### config.mk
export PLATFORM = sky130hd
export DESIGN_NAME = sdt_timer
export DESIGN_NICKNAME = d
export VERILOG_FILES = /design/src/design/sdt_pkg.sv /design/src/design/sdt_timer.sv
export SDC_FILE = /design/constraint.sdc
export NUM_CORES = 1
export LEC_CHECK = 0
export ABC_AREA = 0
export BUFFER_PORTS_ARGS = -buffer_cell sky130_fd_sc_hd__buf_2
export CORE_ASPECT_RATIO = 0.7
export CORE_UTILIZATION = 62
export CTS_BUF_LIST = sky130_fd_sc_hd__clkbuf_16
export DETAILED_ROUTE_END_ITERATION = 16
export HOLD_SLACK_MARGIN = 0.05
export PLACE_DENSITY = 0.84
export SLEW_MARGIN = 10
export SYNTH_ARGS = -nofsm -noshare
export SYNTH_HDL_FRONTEND = slang
export SYNTH_SLANG_ARGS = --single-unit
### constraint.sdc
create_clock -name clk -period 5.25 [get_ports clk]
set_input_delay 0 -clock clk [delete_from_list [all_inputs] [get_ports clk]]
set_output_delay 0 -clock clk [all_outputs]
set_load 0.02 [all_outputs]
### src/design/sdt_pkg.sv
// package: register map, field positions, reset values and encodings of the split dual timer
package sdt_pkg;
  localparam logic [5:0] OFS_CLK_EN   = 6'h00;
  localparam logic [5:0] OFS_OUT_EN   = 6'h01;
  localparam logic [5:0] OFS_OUT_VAL  = 6'h02;
  localparam logic [5:0] OFS_SPLIT    = 6'h03;
  localparam logic [5:0] OFS_CMD_CLR  = 6'h04;
  localparam logic [5:0] OFS_CMD_SET  = 6'h05;
  localparam logic [5:0] OFS_IRQ_EN   = 6'h0a;
  localparam logic [5:0] OFS_IRQ_ST   = 6'h0b;
  localparam logic [5:0] OFS_DBG      = 6'h0e;
  localparam logic [5:0] OFS_LOW_COUNTER_VALUE     = 6'h20;
  localparam logic [5:0] OFS_UCNT     = 6'h21;
  localparam logic [5:0] OFS_LOWER_PERIOD     = 6'h26;
  localparam logic [5:0] OFS_UPER     = 6'h27;
  localparam logic [5:0] OFS_CMP_BASE = 6'h28;
  localparam logic [5:0] OFS_CMP_LAST = 6'h2d;

  localparam int ENABLE_BIT   = 0;
  localparam int TICK_DIVIDER_SELECT_LSB   = 1;
  localparam int CMD_LSB      = 2;
  localparam int COMMAND_TARGET_SELECT_LSB    = 0;
  localparam int SPLIT_BIT    = 0;
  localparam int RUN_WHILE_HALTED_BIT   = 0;
  localparam int UPPER_LSB    = 4;
  localparam int FLAG_CMP_LSB = 4;
  localparam int FLAG_UUNF    = 1;
  localparam int FLAG_LOWER_UNDERFLOW_FLAG    = 0;

  localparam logic [7:0] RST_ZERO   = 8'h00;
  localparam logic [7:0] RST_PERIOD = 8'hff;
  localparam logic [7:0] CHAN_MASK  = 8'h77;
  localparam logic [7:0] FLAG_MASK  = 8'h73;
  localparam logic [7:0] COMMAND_TARGET_SELECT_MASK = 8'h03;
  localparam logic [7:0] CLK_MASK   = 8'h0f;

  localparam logic [1:0] CMD_NONE    = 2'h0;
  localparam logic [1:0] CMD_RESTART = 2'h2;
  localparam logic [1:0] CMD_RESET   = 2'h3;
  localparam logic [1:0] COMMAND_TARGET_SELECT_BOTH  = 2'h3;

  typedef struct packed {
    logic       wr;
    logic [5:0] addr;
    logic [7:0] wdata;
  } sdt_bus_t;

  typedef struct packed {
    logic [7:0] clk_en;
    logic [7:0] out_en;
    logic [7:0] out_val;
    logic [7:0] split;
    logic [7:0] cmd_target;
    logic [7:0] irq_en;
    logic [7:0] irq_st;
    logic [7:0] dbg;
    logic [7:0] lower_count;
    logic [7:0] upper_count;
    logic [7:0] lower_period;
    logic [7:0] upper_period;
    logic [7:0] lcmp0;
    logic [7:0] lcmp1;
    logic [7:0] lcmp2;
    logic [7:0] ucmp0;
    logic [7:0] ucmp1;
    logic [7:0] ucmp2;
    logic [9:0] presc;
    logic [5:0] wave;
    logic [5:0] pad_out;
    logic [5:0] pad_oe_n;
    logic [5:0] logic_out;
    logic [7:0] rdata;
    logic       irq;
  } sdt_state_t;
endpackage

### src/design/sdt_timer.sv
// split dual 8-bit timer: registers, prescaler, two down-counters, flags and outputs
// Overview of operation
// - Tick is clock divided by 1,2,4,8,16,64,256,1024 for select codes 0..7.
// - Both counters run only while the enable bit is set.
// - Upper channel enable n drives waveform output n+3 instead of port value.
// - Lower channel enable n drives waveform output n instead of port value.
// - While disabled, software forces each waveform output through forced-value bits.
// - Forced values reach pads only when enabled; custom logic path bypasses enables.
// - Dual-byte select bit puts the timer into two 8-bit counters map.
// - Writing 1 to a command-clear bit clears that control bit.
// - Writing 1 to a command-set bit sets that control bit.
// - Command 0 none, 2 restart, 3 hard reset, 1 reserved; reads zero.
// - Hard reset command is ignored while the timer is enabled.
// - Command target 3 applies to both counters, 0 to none.
// - Irq enable: lower matches at bits 6..4, upper underflow 1, lower underflow 0.
// - Lower match flag n sets when lower count equals lower compare n.
// - Flags stay set until software writes 1 to them or a hard reset command clears them.
// - Upper underflow flag sets when upper count reaches zero.
// - Lower underflow flag sets when lower count reaches zero.
// - Run-while-halted 0 stops counting in debug break; 1 keeps running.
// - Software write to lower count wins over count, clear or reload.
// - Upper count is its own register; software writes win too.
// - Each counter has its own period register, reset 0xff, as top.
`timescale 1ns/1ns
module sdt_timer
  import sdt_pkg::*;
(
  input  wire logic       clk,
  input  wire logic       rstn,
  input  wire logic       ce,
  input  wire sdt_bus_t   bus,
  input  wire logic [5:0] addr_rd,
  input  wire logic       debug_halt,
  output logic      [7:0] rdata,
  output logic      [5:0] pad_out,
  output logic      [5:0] pad_oe_n,
  output logic      [5:0] logic_out,
  output logic            irq
);
  sdt_state_t q;
  sdt_state_t next_q;
  logic       halt_s1;
  logic       halt_s2;

  function automatic logic tick_due(input logic [2:0] sel, input logic [9:0] cnt);
    logic [9:0] m;
    begin
      case (sel)
        3'h0: m = 10'h000;
        3'h1: m = 10'h001;
        3'h2: m = 10'h003;
        3'h3: m = 10'h007;
        3'h4: m = 10'h00f;
        3'h5: m = 10'h03f;
        3'h6: m = 10'h0ff;
        default: m = 10'h3ff;
      endcase
      tick_due = (cnt & m) == m;
    end
  endfunction

  // register byte layout {6:4 upper, 2:0 lower} to channel layout {5:3 upper, 2:0 lower}
  function automatic logic [5:0] chan_pick(input logic [7:0] r);
    begin
      chan_pick = {r[UPPER_LSB +: 3], r[2:0]};
    end
  endfunction

  function automatic logic [7:0] reg_read(input sdt_state_t s, input logic [5:0] a);
    begin
      case (a)
        OFS_CLK_EN:  reg_read = s.clk_en;
        OFS_OUT_EN:  reg_read = s.out_en;
        OFS_OUT_VAL: reg_read = s.out_val;
        OFS_SPLIT:   reg_read = s.split;
        OFS_CMD_CLR,
        OFS_CMD_SET: reg_read = s.cmd_target;
        OFS_IRQ_EN:  reg_read = s.irq_en;
        OFS_IRQ_ST:  reg_read = s.irq_st;
        OFS_DBG:     reg_read = s.dbg;
        OFS_LOW_COUNTER_VALUE:    reg_read = s.lower_count;
        OFS_UCNT:    reg_read = s.upper_count;
        OFS_LOWER_PERIOD:    reg_read = s.lower_period;
        OFS_UPER:    reg_read = s.upper_period;
        6'h28:       reg_read = s.lcmp0;
        6'h29:       reg_read = s.ucmp0;
        6'h2a:       reg_read = s.lcmp1;
        6'h2b:       reg_read = s.ucmp1;
        6'h2c:       reg_read = s.lcmp2;
        OFS_CMP_LAST: reg_read = s.ucmp2;
        default:     reg_read = RST_ZERO;
      endcase
    end
  endfunction

  always_ff @(posedge clk or negedge rstn) begin
    if (!rstn) begin
      halt_s1 <= 1'b0;
      halt_s2 <= 1'b0;
    end else if (ce) begin
      halt_s1 <= debug_halt;
      halt_s2 <= halt_s1;
    end
  end

  logic       en;
  logic       run;
  logic       tick;
  logic [1:0] cmd;
  logic [1:0] tgt;
  logic       both;
  logic       do_restart;
  logic       do_reset;
  logic [7:0] clr_mask;
  logic [7:0] set_flags;
  logic [2:0] cmp_hit;
  logic [5:0] oe;

  always_comb begin
    next_q     = q;
    en         = q.clk_en[ENABLE_BIT];
    run        = en && q.split[SPLIT_BIT] && (q.dbg[RUN_WHILE_HALTED_BIT] || !halt_s2);
    tick       = run && tick_due(q.clk_en[TICK_DIVIDER_SELECT_LSB +: 3], q.presc);
    cmd        = CMD_NONE;
    tgt        = q.cmd_target[COMMAND_TARGET_SELECT_LSB +: 2];
    clr_mask   = RST_ZERO;
    set_flags  = RST_ZERO;
    do_restart = 1'b0;
    do_reset   = 1'b0;
    next_q.presc = run ? q.presc + 10'h001 : 10'h000;

    if (bus.wr && bus.addr == OFS_CMD_SET) begin
      next_q.cmd_target = q.cmd_target | (bus.wdata & COMMAND_TARGET_SELECT_MASK);
      cmd = bus.wdata[CMD_LSB +: 2];
      tgt = q.cmd_target[COMMAND_TARGET_SELECT_LSB +: 2] | bus.wdata[COMMAND_TARGET_SELECT_LSB +: 2];
    end
    if (bus.wr && bus.addr == OFS_CMD_CLR) begin
      next_q.cmd_target = q.cmd_target & ~(bus.wdata & COMMAND_TARGET_SELECT_MASK);
      cmd = bus.wdata[CMD_LSB +: 2];
    end
    both       = tgt == COMMAND_TARGET_SELECT_BOTH;
    do_restart = both && cmd == CMD_RESTART;
    do_reset   = both && cmd == CMD_RESET && !en;

    // counting: reload to period after zero, else decrement
    if (tick) begin
      next_q.lower_count = (q.lower_count == RST_ZERO) ? q.lower_period
                                                        : q.lower_count - 8'h01;
      next_q.upper_count = (q.upper_count == RST_ZERO) ? q.upper_period
                                                        : q.upper_count - 8'h01;
    end
    if (do_restart) begin
      next_q.lower_count = q.lower_period;
      next_q.upper_count = q.upper_period;
      next_q.presc       = 10'h000;
      next_q.wave        = 6'h00;
    end

    // match and underflow events
    cmp_hit = {q.lower_count == q.lcmp2, q.lower_count == q.lcmp1,
               q.lower_count == q.lcmp0};
    if (tick) begin
      set_flags[FLAG_CMP_LSB +: 3] = cmp_hit[2:0];
      set_flags[FLAG_UUNF] = q.upper_count == RST_ZERO;
      set_flags[FLAG_LOWER_UNDERFLOW_FLAG] = q.lower_count == RST_ZERO;
      // pwm style: output high while count below compare
      for (int i = 0; i < 3; i++) begin
        next_q.wave[i]   = q.lower_count < (i == 0 ? q.lcmp0 : i == 1 ? q.lcmp1 : q.lcmp2);
        next_q.wave[i+3] = q.upper_count < (i == 0 ? q.ucmp0 : i == 1 ? q.ucmp1 : q.ucmp2);
      end
    end
    if (!en) begin
      next_q.wave = chan_pick(q.out_val);
    end

    // register writes: software wins over counting
    if (bus.wr) begin
      case (bus.addr)
        OFS_CLK_EN:  next_q.clk_en  = bus.wdata & CLK_MASK;
        OFS_OUT_EN:  next_q.out_en  = bus.wdata & CHAN_MASK;
        OFS_OUT_VAL: next_q.out_val = bus.wdata & CHAN_MASK;
        OFS_SPLIT:   next_q.split   = {7'h00, bus.wdata[SPLIT_BIT]};
        OFS_IRQ_EN:  next_q.irq_en  = bus.wdata & FLAG_MASK;
        OFS_IRQ_ST:  clr_mask       = bus.wdata & FLAG_MASK;
        OFS_DBG:     next_q.dbg     = {7'h00, bus.wdata[RUN_WHILE_HALTED_BIT]};
        OFS_LOW_COUNTER_VALUE:    next_q.lower_count = bus.wdata;
        OFS_UCNT:    next_q.upper_count = bus.wdata;
        OFS_LOWER_PERIOD:    next_q.lower_period = bus.wdata;
        OFS_UPER:    next_q.upper_period = bus.wdata;
        6'h28:       next_q.lcmp0 = bus.wdata;
        6'h29:       next_q.ucmp0 = bus.wdata;
        6'h2a:       next_q.lcmp1 = bus.wdata;
        6'h2b:       next_q.ucmp1 = bus.wdata;
        6'h2c:       next_q.lcmp2 = bus.wdata;
        OFS_CMP_LAST: next_q.ucmp2 = bus.wdata;
        default: ;
      endcase
    end
    next_q.irq_st = ((q.irq_st & ~clr_mask) | set_flags) & FLAG_MASK;

    if (do_reset) begin
      next_q.lower_count  = RST_ZERO;
      next_q.upper_count  = RST_ZERO;
      next_q.lower_period = RST_PERIOD;
      next_q.upper_period = RST_PERIOD;
      next_q.lcmp0 = RST_ZERO;
      next_q.lcmp1 = RST_ZERO;
      next_q.lcmp2 = RST_ZERO;
      next_q.ucmp0 = RST_ZERO;
      next_q.ucmp1 = RST_ZERO;
      next_q.ucmp2 = RST_ZERO;
      next_q.irq_st = RST_ZERO;
      next_q.presc  = 10'h000;
    end

    // gate with the enables that register together with the pads, so none leaks
    oe = chan_pick(next_q.out_en);
    next_q.pad_out   = next_q.wave & oe;
    next_q.pad_oe_n  = ~oe;
    next_q.logic_out = next_q.wave;
    next_q.rdata     = reg_read(next_q, addr_rd);
    next_q.irq       = |(next_q.irq_st & next_q.irq_en);
  end

  always_ff @(posedge clk or negedge rstn) begin
    if (!rstn) begin
      q              <= '0;
      q.lower_period <= RST_PERIOD;
      q.upper_period <= RST_PERIOD;
      q.pad_oe_n     <= 6'h3f;
    end else if (ce) begin
      q <= next_q;
    end
  end

  assign rdata     = q.rdata;
  assign pad_out   = q.pad_out;
  assign pad_oe_n  = q.pad_oe_n;
  assign logic_out = q.logic_out;
  assign irq       = q.irq;

  underflow_flag_a: assert property (@(posedge clk) disable iff (!rstn)
    ce && tick && q.lower_count == 8'h00 && !do_reset |=> q.irq_st[0])
    else $error("lower underflow flag not set");
  flag_sticky_a: assert property (@(posedge clk) disable iff (!rstn)
    ce && q.irq_st[1] && !(bus.wr && bus.addr == 6'h0b && bus.wdata[1]) && !do_reset
    |=> q.irq_st[1])
    else $error("upper underflow flag dropped without write");
  stopped_count_a: assert property (@(posedge clk) disable iff (!rstn)
    ce && !q.clk_en[0] && !bus.wr |=> $stable(q.lower_count))
    else $error("counter moved while disabled");
  sw_write_wins_a: assert property (@(posedge clk) disable iff (!rstn)
    ce && bus.wr && bus.addr == 6'h20 && !do_reset |=> q.lower_count == $past(bus.wdata))
    else $error("lower count write lost");
  hard_reset_ignored_a: assert property (@(posedge clk) disable iff (!rstn)
    ce && q.clk_en[0] && bus.wr && bus.addr == 6'h05 && bus.wdata == 8'h0f
    |=> q.lower_period == $past(q.lower_period))
    else $error("hard reset acted while enabled");
  irq_follows_a: assert property (@(posedge clk) disable iff (!rstn)
    ce |=> q.irq == |(q.irq_st & q.irq_en))
    else $error("interrupt does not match flags");
  div1_tick_a: assert property (@(posedge clk) disable iff (!rstn)
    ce && run && q.clk_en[3:1] == 3'h0 && !bus.wr && q.lower_count != 8'h00
    |=> q.lower_count == $past(q.lower_count) - 8'h01)
    else $error("divide-by-one count step wrong");
  pad_gate_a: assert property (@(posedge clk) disable iff (!rstn)
    ce |=> (q.pad_out & ~{q.out_en[6:4], q.out_en[2:0]}) == 6'h00)
    else $error("pad driven without enable");

  // rule checks on the registered state
  upper_underflow_a: assert property (@(posedge clk) disable iff (!rstn)
    ce && tick && q.upper_count == RST_ZERO
    |=> q.irq_st[FLAG_UUNF])
    else $error("upper underflow flag not set");

  lower_match0_a: assert property (@(posedge clk) disable iff (!rstn)
    ce && tick && q.lower_count == q.lcmp0
    |=> q.irq_st[FLAG_CMP_LSB])
    else $error("lower match flag 0 not set");

  lower_match1_a: assert property (@(posedge clk) disable iff (!rstn)
    ce && tick && q.lower_count == q.lcmp1
    |=> q.irq_st[FLAG_CMP_LSB + 1])
    else $error("lower match flag 1 not set");

  lower_match2_a: assert property (@(posedge clk) disable iff (!rstn)
    ce && tick && q.lower_count == q.lcmp2
    |=> q.irq_st[FLAG_CMP_LSB + 2])
    else $error("lower match flag 2 not set");

  lower_reload_a: assert property (@(posedge clk) disable iff (!rstn)
    ce && tick && !bus.wr && q.lower_count == RST_ZERO
    |=> q.lower_count == $past(q.lower_period))
    else $error("lower count did not reload");

  upper_reload_a: assert property (@(posedge clk) disable iff (!rstn)
    ce && tick && !bus.wr && q.upper_count == RST_ZERO
    |=> q.upper_count == $past(q.upper_period))
    else $error("upper count did not reload");

  upper_step_a: assert property (@(posedge clk) disable iff (!rstn)
    ce && run && !bus.wr && q.clk_en[TICK_DIVIDER_SELECT_LSB +: 3] == 3'h0 && q.upper_count != RST_ZERO
    |=> q.upper_count == $past(q.upper_count) - 8'h01)
    else $error("upper count step wrong");

  upper_write_wins_a: assert property (@(posedge clk) disable iff (!rstn)
    ce && bus.wr && bus.addr == OFS_UCNT
    |=> q.upper_count == $past(bus.wdata))
    else $error("upper count write lost");

  write_over_tick_a: assert property (@(posedge clk) disable iff (!rstn)
    ce && tick && bus.wr && bus.addr == OFS_LOW_COUNTER_VALUE
    |=> q.lower_count == $past(bus.wdata))
    else $error("count step beat a lower count write");

  restart_reload_a: assert property (@(posedge clk) disable iff (!rstn)
    ce && do_restart
    |=> q.lower_count == $past(q.lower_period) && q.upper_count == $past(q.upper_period))
    else $error("restart did not load periods");

  hard_reset_clears_a: assert property (@(posedge clk) disable iff (!rstn)
    ce && do_reset
    |=> q.lower_period == RST_PERIOD && q.upper_count == RST_ZERO && q.irq_st == RST_ZERO)
    else $error("hard reset left state behind");

  halt_freeze_a: assert property (@(posedge clk) disable iff (!rstn)
    ce && halt_s2 && !q.dbg[RUN_WHILE_HALTED_BIT] && !bus.wr
    |=> $stable(q.lower_count) && $stable(q.upper_count))
    else $error("counter moved in debug halt");

  split_needed_a: assert property (@(posedge clk) disable iff (!rstn)
    ce && !q.split[SPLIT_BIT] && !bus.wr
    |=> $stable(q.upper_count))
    else $error("counter moved without dual-byte select");

  cmd_reads_zero_a: assert property (@(posedge clk) disable iff (!rstn)
    ce && (addr_rd == OFS_CMD_SET || addr_rd == OFS_CMD_CLR)
    |=> q.rdata[CMD_LSB +: 2] == CMD_NONE)
    else $error("command field read not zero");

  forced_wave_a: assert property (@(posedge clk) disable iff (!rstn)
    ce && !q.clk_en[ENABLE_BIT]
    |=> {1'b0, q.wave[5:3], 1'b0, q.wave[2:0]} == $past(q.out_val))
    else $error("forced value not on waveform");

  pad_value_a: assert property (@(posedge clk) disable iff (!rstn)
    ce
    |-> q.pad_out == (q.logic_out & ~q.pad_oe_n))
    else $error("pad value differs from waveform");

  div2_spacing_a: assert property (@(posedge clk) disable iff (!rstn)
    ce && run && !bus.wr && tick && q.clk_en[TICK_DIVIDER_SELECT_LSB +: 3] == 3'h1
    |=> !tick)
    else $error("divide-by-two ticks too close");

  irq_en_mask_a: assert property (@(posedge clk) disable iff (!rstn)
    ce && bus.wr && bus.addr == OFS_IRQ_EN
    |=> q.irq_en == ($past(bus.wdata) & FLAG_MASK))
    else $error("irq enable write wrong");

  set_target_a: assert property (@(posedge clk) disable iff (!rstn)
    ce && bus.wr && bus.addr == OFS_CMD_SET
    |=> (q.cmd_target & $past(bus.wdata) & COMMAND_TARGET_SELECT_MASK) == ($past(bus.wdata) & COMMAND_TARGET_SELECT_MASK))
    else $error("command target bit not set");

  clear_target_a: assert property (@(posedge clk) disable iff (!rstn)
    ce && bus.wr && bus.addr == OFS_CMD_CLR
    |=> (q.cmd_target & $past(bus.wdata) & COMMAND_TARGET_SELECT_MASK) == RST_ZERO)
    else $error("command target bit not cleared");

  reserved_cmd_a: assert property (@(posedge clk) disable iff (!rstn)
    ce && !run && bus.wr && bus.addr == OFS_CMD_SET && bus.wdata[CMD_LSB +: 2] == 2'h1
    |=> $stable(q.lower_count) && $stable(q.lower_period))
    else $error("reserved command acted");

  no_target_a: assert property (@(posedge clk) disable iff (!rstn)
    ce && !run && bus.wr && bus.addr == OFS_CMD_SET
    && (q.cmd_target[COMMAND_TARGET_SELECT_LSB +: 2] | bus.wdata[COMMAND_TARGET_SELECT_LSB +: 2]) != COMMAND_TARGET_SELECT_BOTH
    |=> $stable(q.lower_count) && $stable(q.upper_count))
    else $error("command acted without both targets");

  clear_by_one_a: assert property (@(posedge clk) disable iff (!rstn)
    ce && !tick && bus.wr && bus.addr == OFS_IRQ_ST
    |=> (q.irq_st & $past(bus.wdata) & FLAG_MASK) == RST_ZERO)
    else $error("flag not cleared by one");
endmodule

==> flow_metrics.env <==
export IMPL_dp_slack_ns=2.06
export IMPL_max_slew_worst_pin_slew_ns=1.28
export IMPL_cts_root_buffer="clkbuf_16"
export IMPL_drtPass1Iterations=6
export IMPL_p_sw_mw=1.34
export IMPL_routed_via_density=7.43
export IMPL_period_minus_slack_ns=3.45
export IMPL_htree_num_levels=4
export IMPL_initial_core_util_pct=63.2
export IMPL_dieArea_sq_um=18900
export IMPL_yosys_area_share_simple_pct=17.3
export IMPL_syn_inst=1230
export IMPL_cts_tree="done"
export IMPL_fin_cells=1470
export IMPL_hpwl_mm=30.5
export IMPL_fmax_ghz=0.290
export IMPL_synth_top_family_by_area="compound AO/OA/AOI/OAI gates"
export IMPL_cap_violations=0
export IMPL_yosys_area_top_type="dfrtp_1"
export IMPL_p_int_mw=2.47
export IMPL_io_pins=52
export IMPL_drive_gt1_share_pct=13.5
export IMPL_diodes=0
export IMPL_synth_area_leaders="dfrtp_1, mux2i_1, ha_1"
export IMPL_syn_area_sq_um=11400
export IMPL_p_clk_share_pct=36.2
export IMPL_p_comb_share_pct=21.3
export IMPL_fin_skew_ns=0.0160
export IMPL_worstSkewPairLatency_ns=0.46
export IMPL_ys_ff_latch=174
export IMPL_fill_cells=1431
export IMPL_finalHoldViolations=0
export IMPL_end_kind="flop"
export IMPL_seqPwrFrac_pct=42.5
export IMPL_yosys_area_top_type_share_pct=33.5
export IMPL_final_antenna_net_count=0
export IMPL_die_w_um=164
export IMPL_gp_congestion=1.12
export IMPL_rsz0062_at_grt="false"
export IMPL_utilization_pct=68.0
export IMPL_synth_edf_count=0
export IMPL_wirelength_met1_mm=16.9
export IMPL_required_ns=5.62
export IMPL_yosys_warnings=0
export IMPL_synthesis_nets=1303
export IMPL_fin_setup_tns_ns=0
export IMPL_regArea_sq_um=4380
export IMPL_clock_sinks=174
export IMPL_routed_top_layer="met4"
export IMPL_finalPower_mw=3.81
export IMPL_multi_input_area_sq_um=6280
export IMPL_die_h_um=115
export IMPL_synth_cell_types=84
export IMPL_switching_share_pct=35.2
export IMPL_clk_pin_slew_ns=0.08
export IMPL_async_reset_ff_share_pct=100
export IMPL_vias=10925
export IMPL_rows=41
export IMPL_track_usage_pct=45.8
export IMPL_dr_wl_met3_mm=6.73
export IMPL_worstSetupPathType="reg -> reg"
export IMPL_port_buffers=51
export IMPL_area_delta_synth_final_pct=7.68
export IMPL_synth_area_per_cell_sq_um=9.24
export IMPL_final_setup_worst_slack_ns=1.80
export IMPL_drc=0
export IMPL_antenna_found_initial=0
export IMPL_nets=1294
export IMPL_synth_mux_area_share_pct=8.41
export IMPL_dp_cells=1435
export IMPL_p_leak_nw=5.22
export IMPL_final_cell_mix="dfrtp_1, nand2_1, nor2_1, mux2i_1, o21ai_0"
export IMPL_synth_compound_area_share_pct=23.7
export IMPL_rrSetupSlack_ns=1.80
export IMPL_ys_flop_type="dfrtp_1"
export IMPL_post_cts_setup_buffers=0
export IMPL_ys_seq_area_share_pct=38.5
export IMPL_slew_viol_final=0
export IMPL_start_kind="flop"
export IMPL_grt_pass1_vias=10048
export IMPL_numCtsBuffers=17
export IMPL_grt_max_degree=91
export IMPL_arrival_ns=3.81
export IMPL_status="complete, no violations"
export IMPL_synthAdderAreaFrac_pct=5.28
export IMPL_power_density_nw_per_um2=311
export IMPL_dr_first_iter_drc_count=1664
export IMPL_wl_met2_mm=16.8
export IMPL_wl_per_cell_um=28.8
export IMPL_core_area_sq_um=18000
export IMPL_ir_worst_vdd_mv=0.289
export IMPL_timing_max_slew_rel_slack_pct=13.8
export IMPL_wirelength_mm=42.3
export IMPL_clock_path_buffers=2
export IMPL_grt_pass1_wl_mm=62.8
export IMPL_min_period_over_period_pct=65.6
export IMPL_synthXorXnorAreaFrac_pct=0.385
export IMPL_setup_violations=0
export IMPL_crit_fanout=9
export IMPL_final_common_cell="dfrtp_1"
export IMPL_grt_overflow=0
export IMPL_hold_class="in -> reg"
export IMPL_cts_resized=0
critical path: stages, from the launching register on:
cell,delay [ns]
dfrtp_1,0.53
or4_1,0.61
nor4b_2,0.97
a21oi_1,0.36
nor3b_1,0.36
o21ai_0,0.24
a32oi_1,0.28
layer usage:
layer	GRT usage (%)	vias up
li1	-	4576
met1	62.7	5231
met2	63.5	942
met3	18.3	176
met4	20.1	0
met5	0	-
final cells by class:
type,instances,share of cell area (%)
well taps,236,2.41
repair buffers,70,3.36
inverters,64,1.96
multi-input cells,894,51.3
clock buffers,17,3.47
clock inverters,15,1.74
flip-flops and latches,174,35.8
synth_stat cells, types with 6 or more instances:
| cell type | number |
|---|---|
| mux2_2 | 20 |
| dfrtp_1 | 152 |
| o221ai_1 | 8 |
| nand2b_1 | 8 |
| dfstp_2 | 22 |
| and2_1 | 30 |
| a21o_1 | 12 |
| o21ai_0 | 64 |
| nand2_1 | 97 |
| nor3_1 | 39 |
| nor2b_1 | 11 |
| nand3_1 | 36 |
| inv_1 | 63 |
| a2111oi_0 | 8 |
| buf_1 | 6 |
| o21a_1 | 10 |
| o2bb2ai_1 | 11 |
| a21oi_1 | 50 |
| and3_1 | 8 |
| a32oi_1 | 6 |
| o22ai_1 | 26 |
| clkbuf_1 | 62 |
| nor4_1 | 14 |
| o31ai_1 | 9 |
| mux2i_1 | 73 |
| buf_4 | 26 |
| or3_1 | 7 |
| a22oi_1 | 14 |
| or4_1 | 6 |
| o22a_1 | 20 |
| a211oi_1 | 9 |
| nor2_1 | 79 |
| o211ai_1 | 10 |
| ha_1 | 48 |
| nand4_1 | 10 |
| a22o_1 | 52 |
cells by family after synthesis:
family                   Yosys count
AND/OR/NAND/NOR                  381
XOR/XNOR                           5
adder cells (fa/ha/maj)           48
flip-flops                       174
AO/OA/AOI/OAI                    367
multiplexers                      93
buffers and inverters            162
metrics by stage:
step	hold slack [ns]	instance area (sq um)
after floorplan	-0.296	11400
after global placement	0.115	11600
after detailed placement	0.115	11600
after CTS	0.0551	12200
after global routing	0.0713	12200
final	0.0775	12200
worst paths after layout:
path,start,cells after the start,endpoint
hold / removal,bus[6],2,q[105]
max in group asynchronous,rstn,3,q[148]
setup / recovery,q[109],6,rdata[5]
min in group asynchronous,rstn,2,q[34]
hold reg to reg,q[42],1,q[42]
setup reg to reg,q[109],6,rdata[5]
power by group through the flow:
stage	combinational [mW]	sequential, mW	clock, mW
final	0.813	1.62	1.38
after global routing	0.882	1.62	1.42
after CTS	0.780	1.61	1.37
after detailed placement	0.768	1.63	0
after global placement	0.750	1.63	0
after floorplan	0.549	1.56	0
what timing repair did:
action	CTS	global route
hold buffers	3	0
hold endpoints to repair	85	0
endpoints found under the setup margin	0	0
state kept, by name (all words and copies together), names as in the netlist:
name	cells
q	144
halt_s1	1
rdata	8
irq	1
logic_out	6
pad_oe_n	6
pad_out	6
en	1
halt_s2	1
Note: power is estimated with default switching activity, not from simulation.
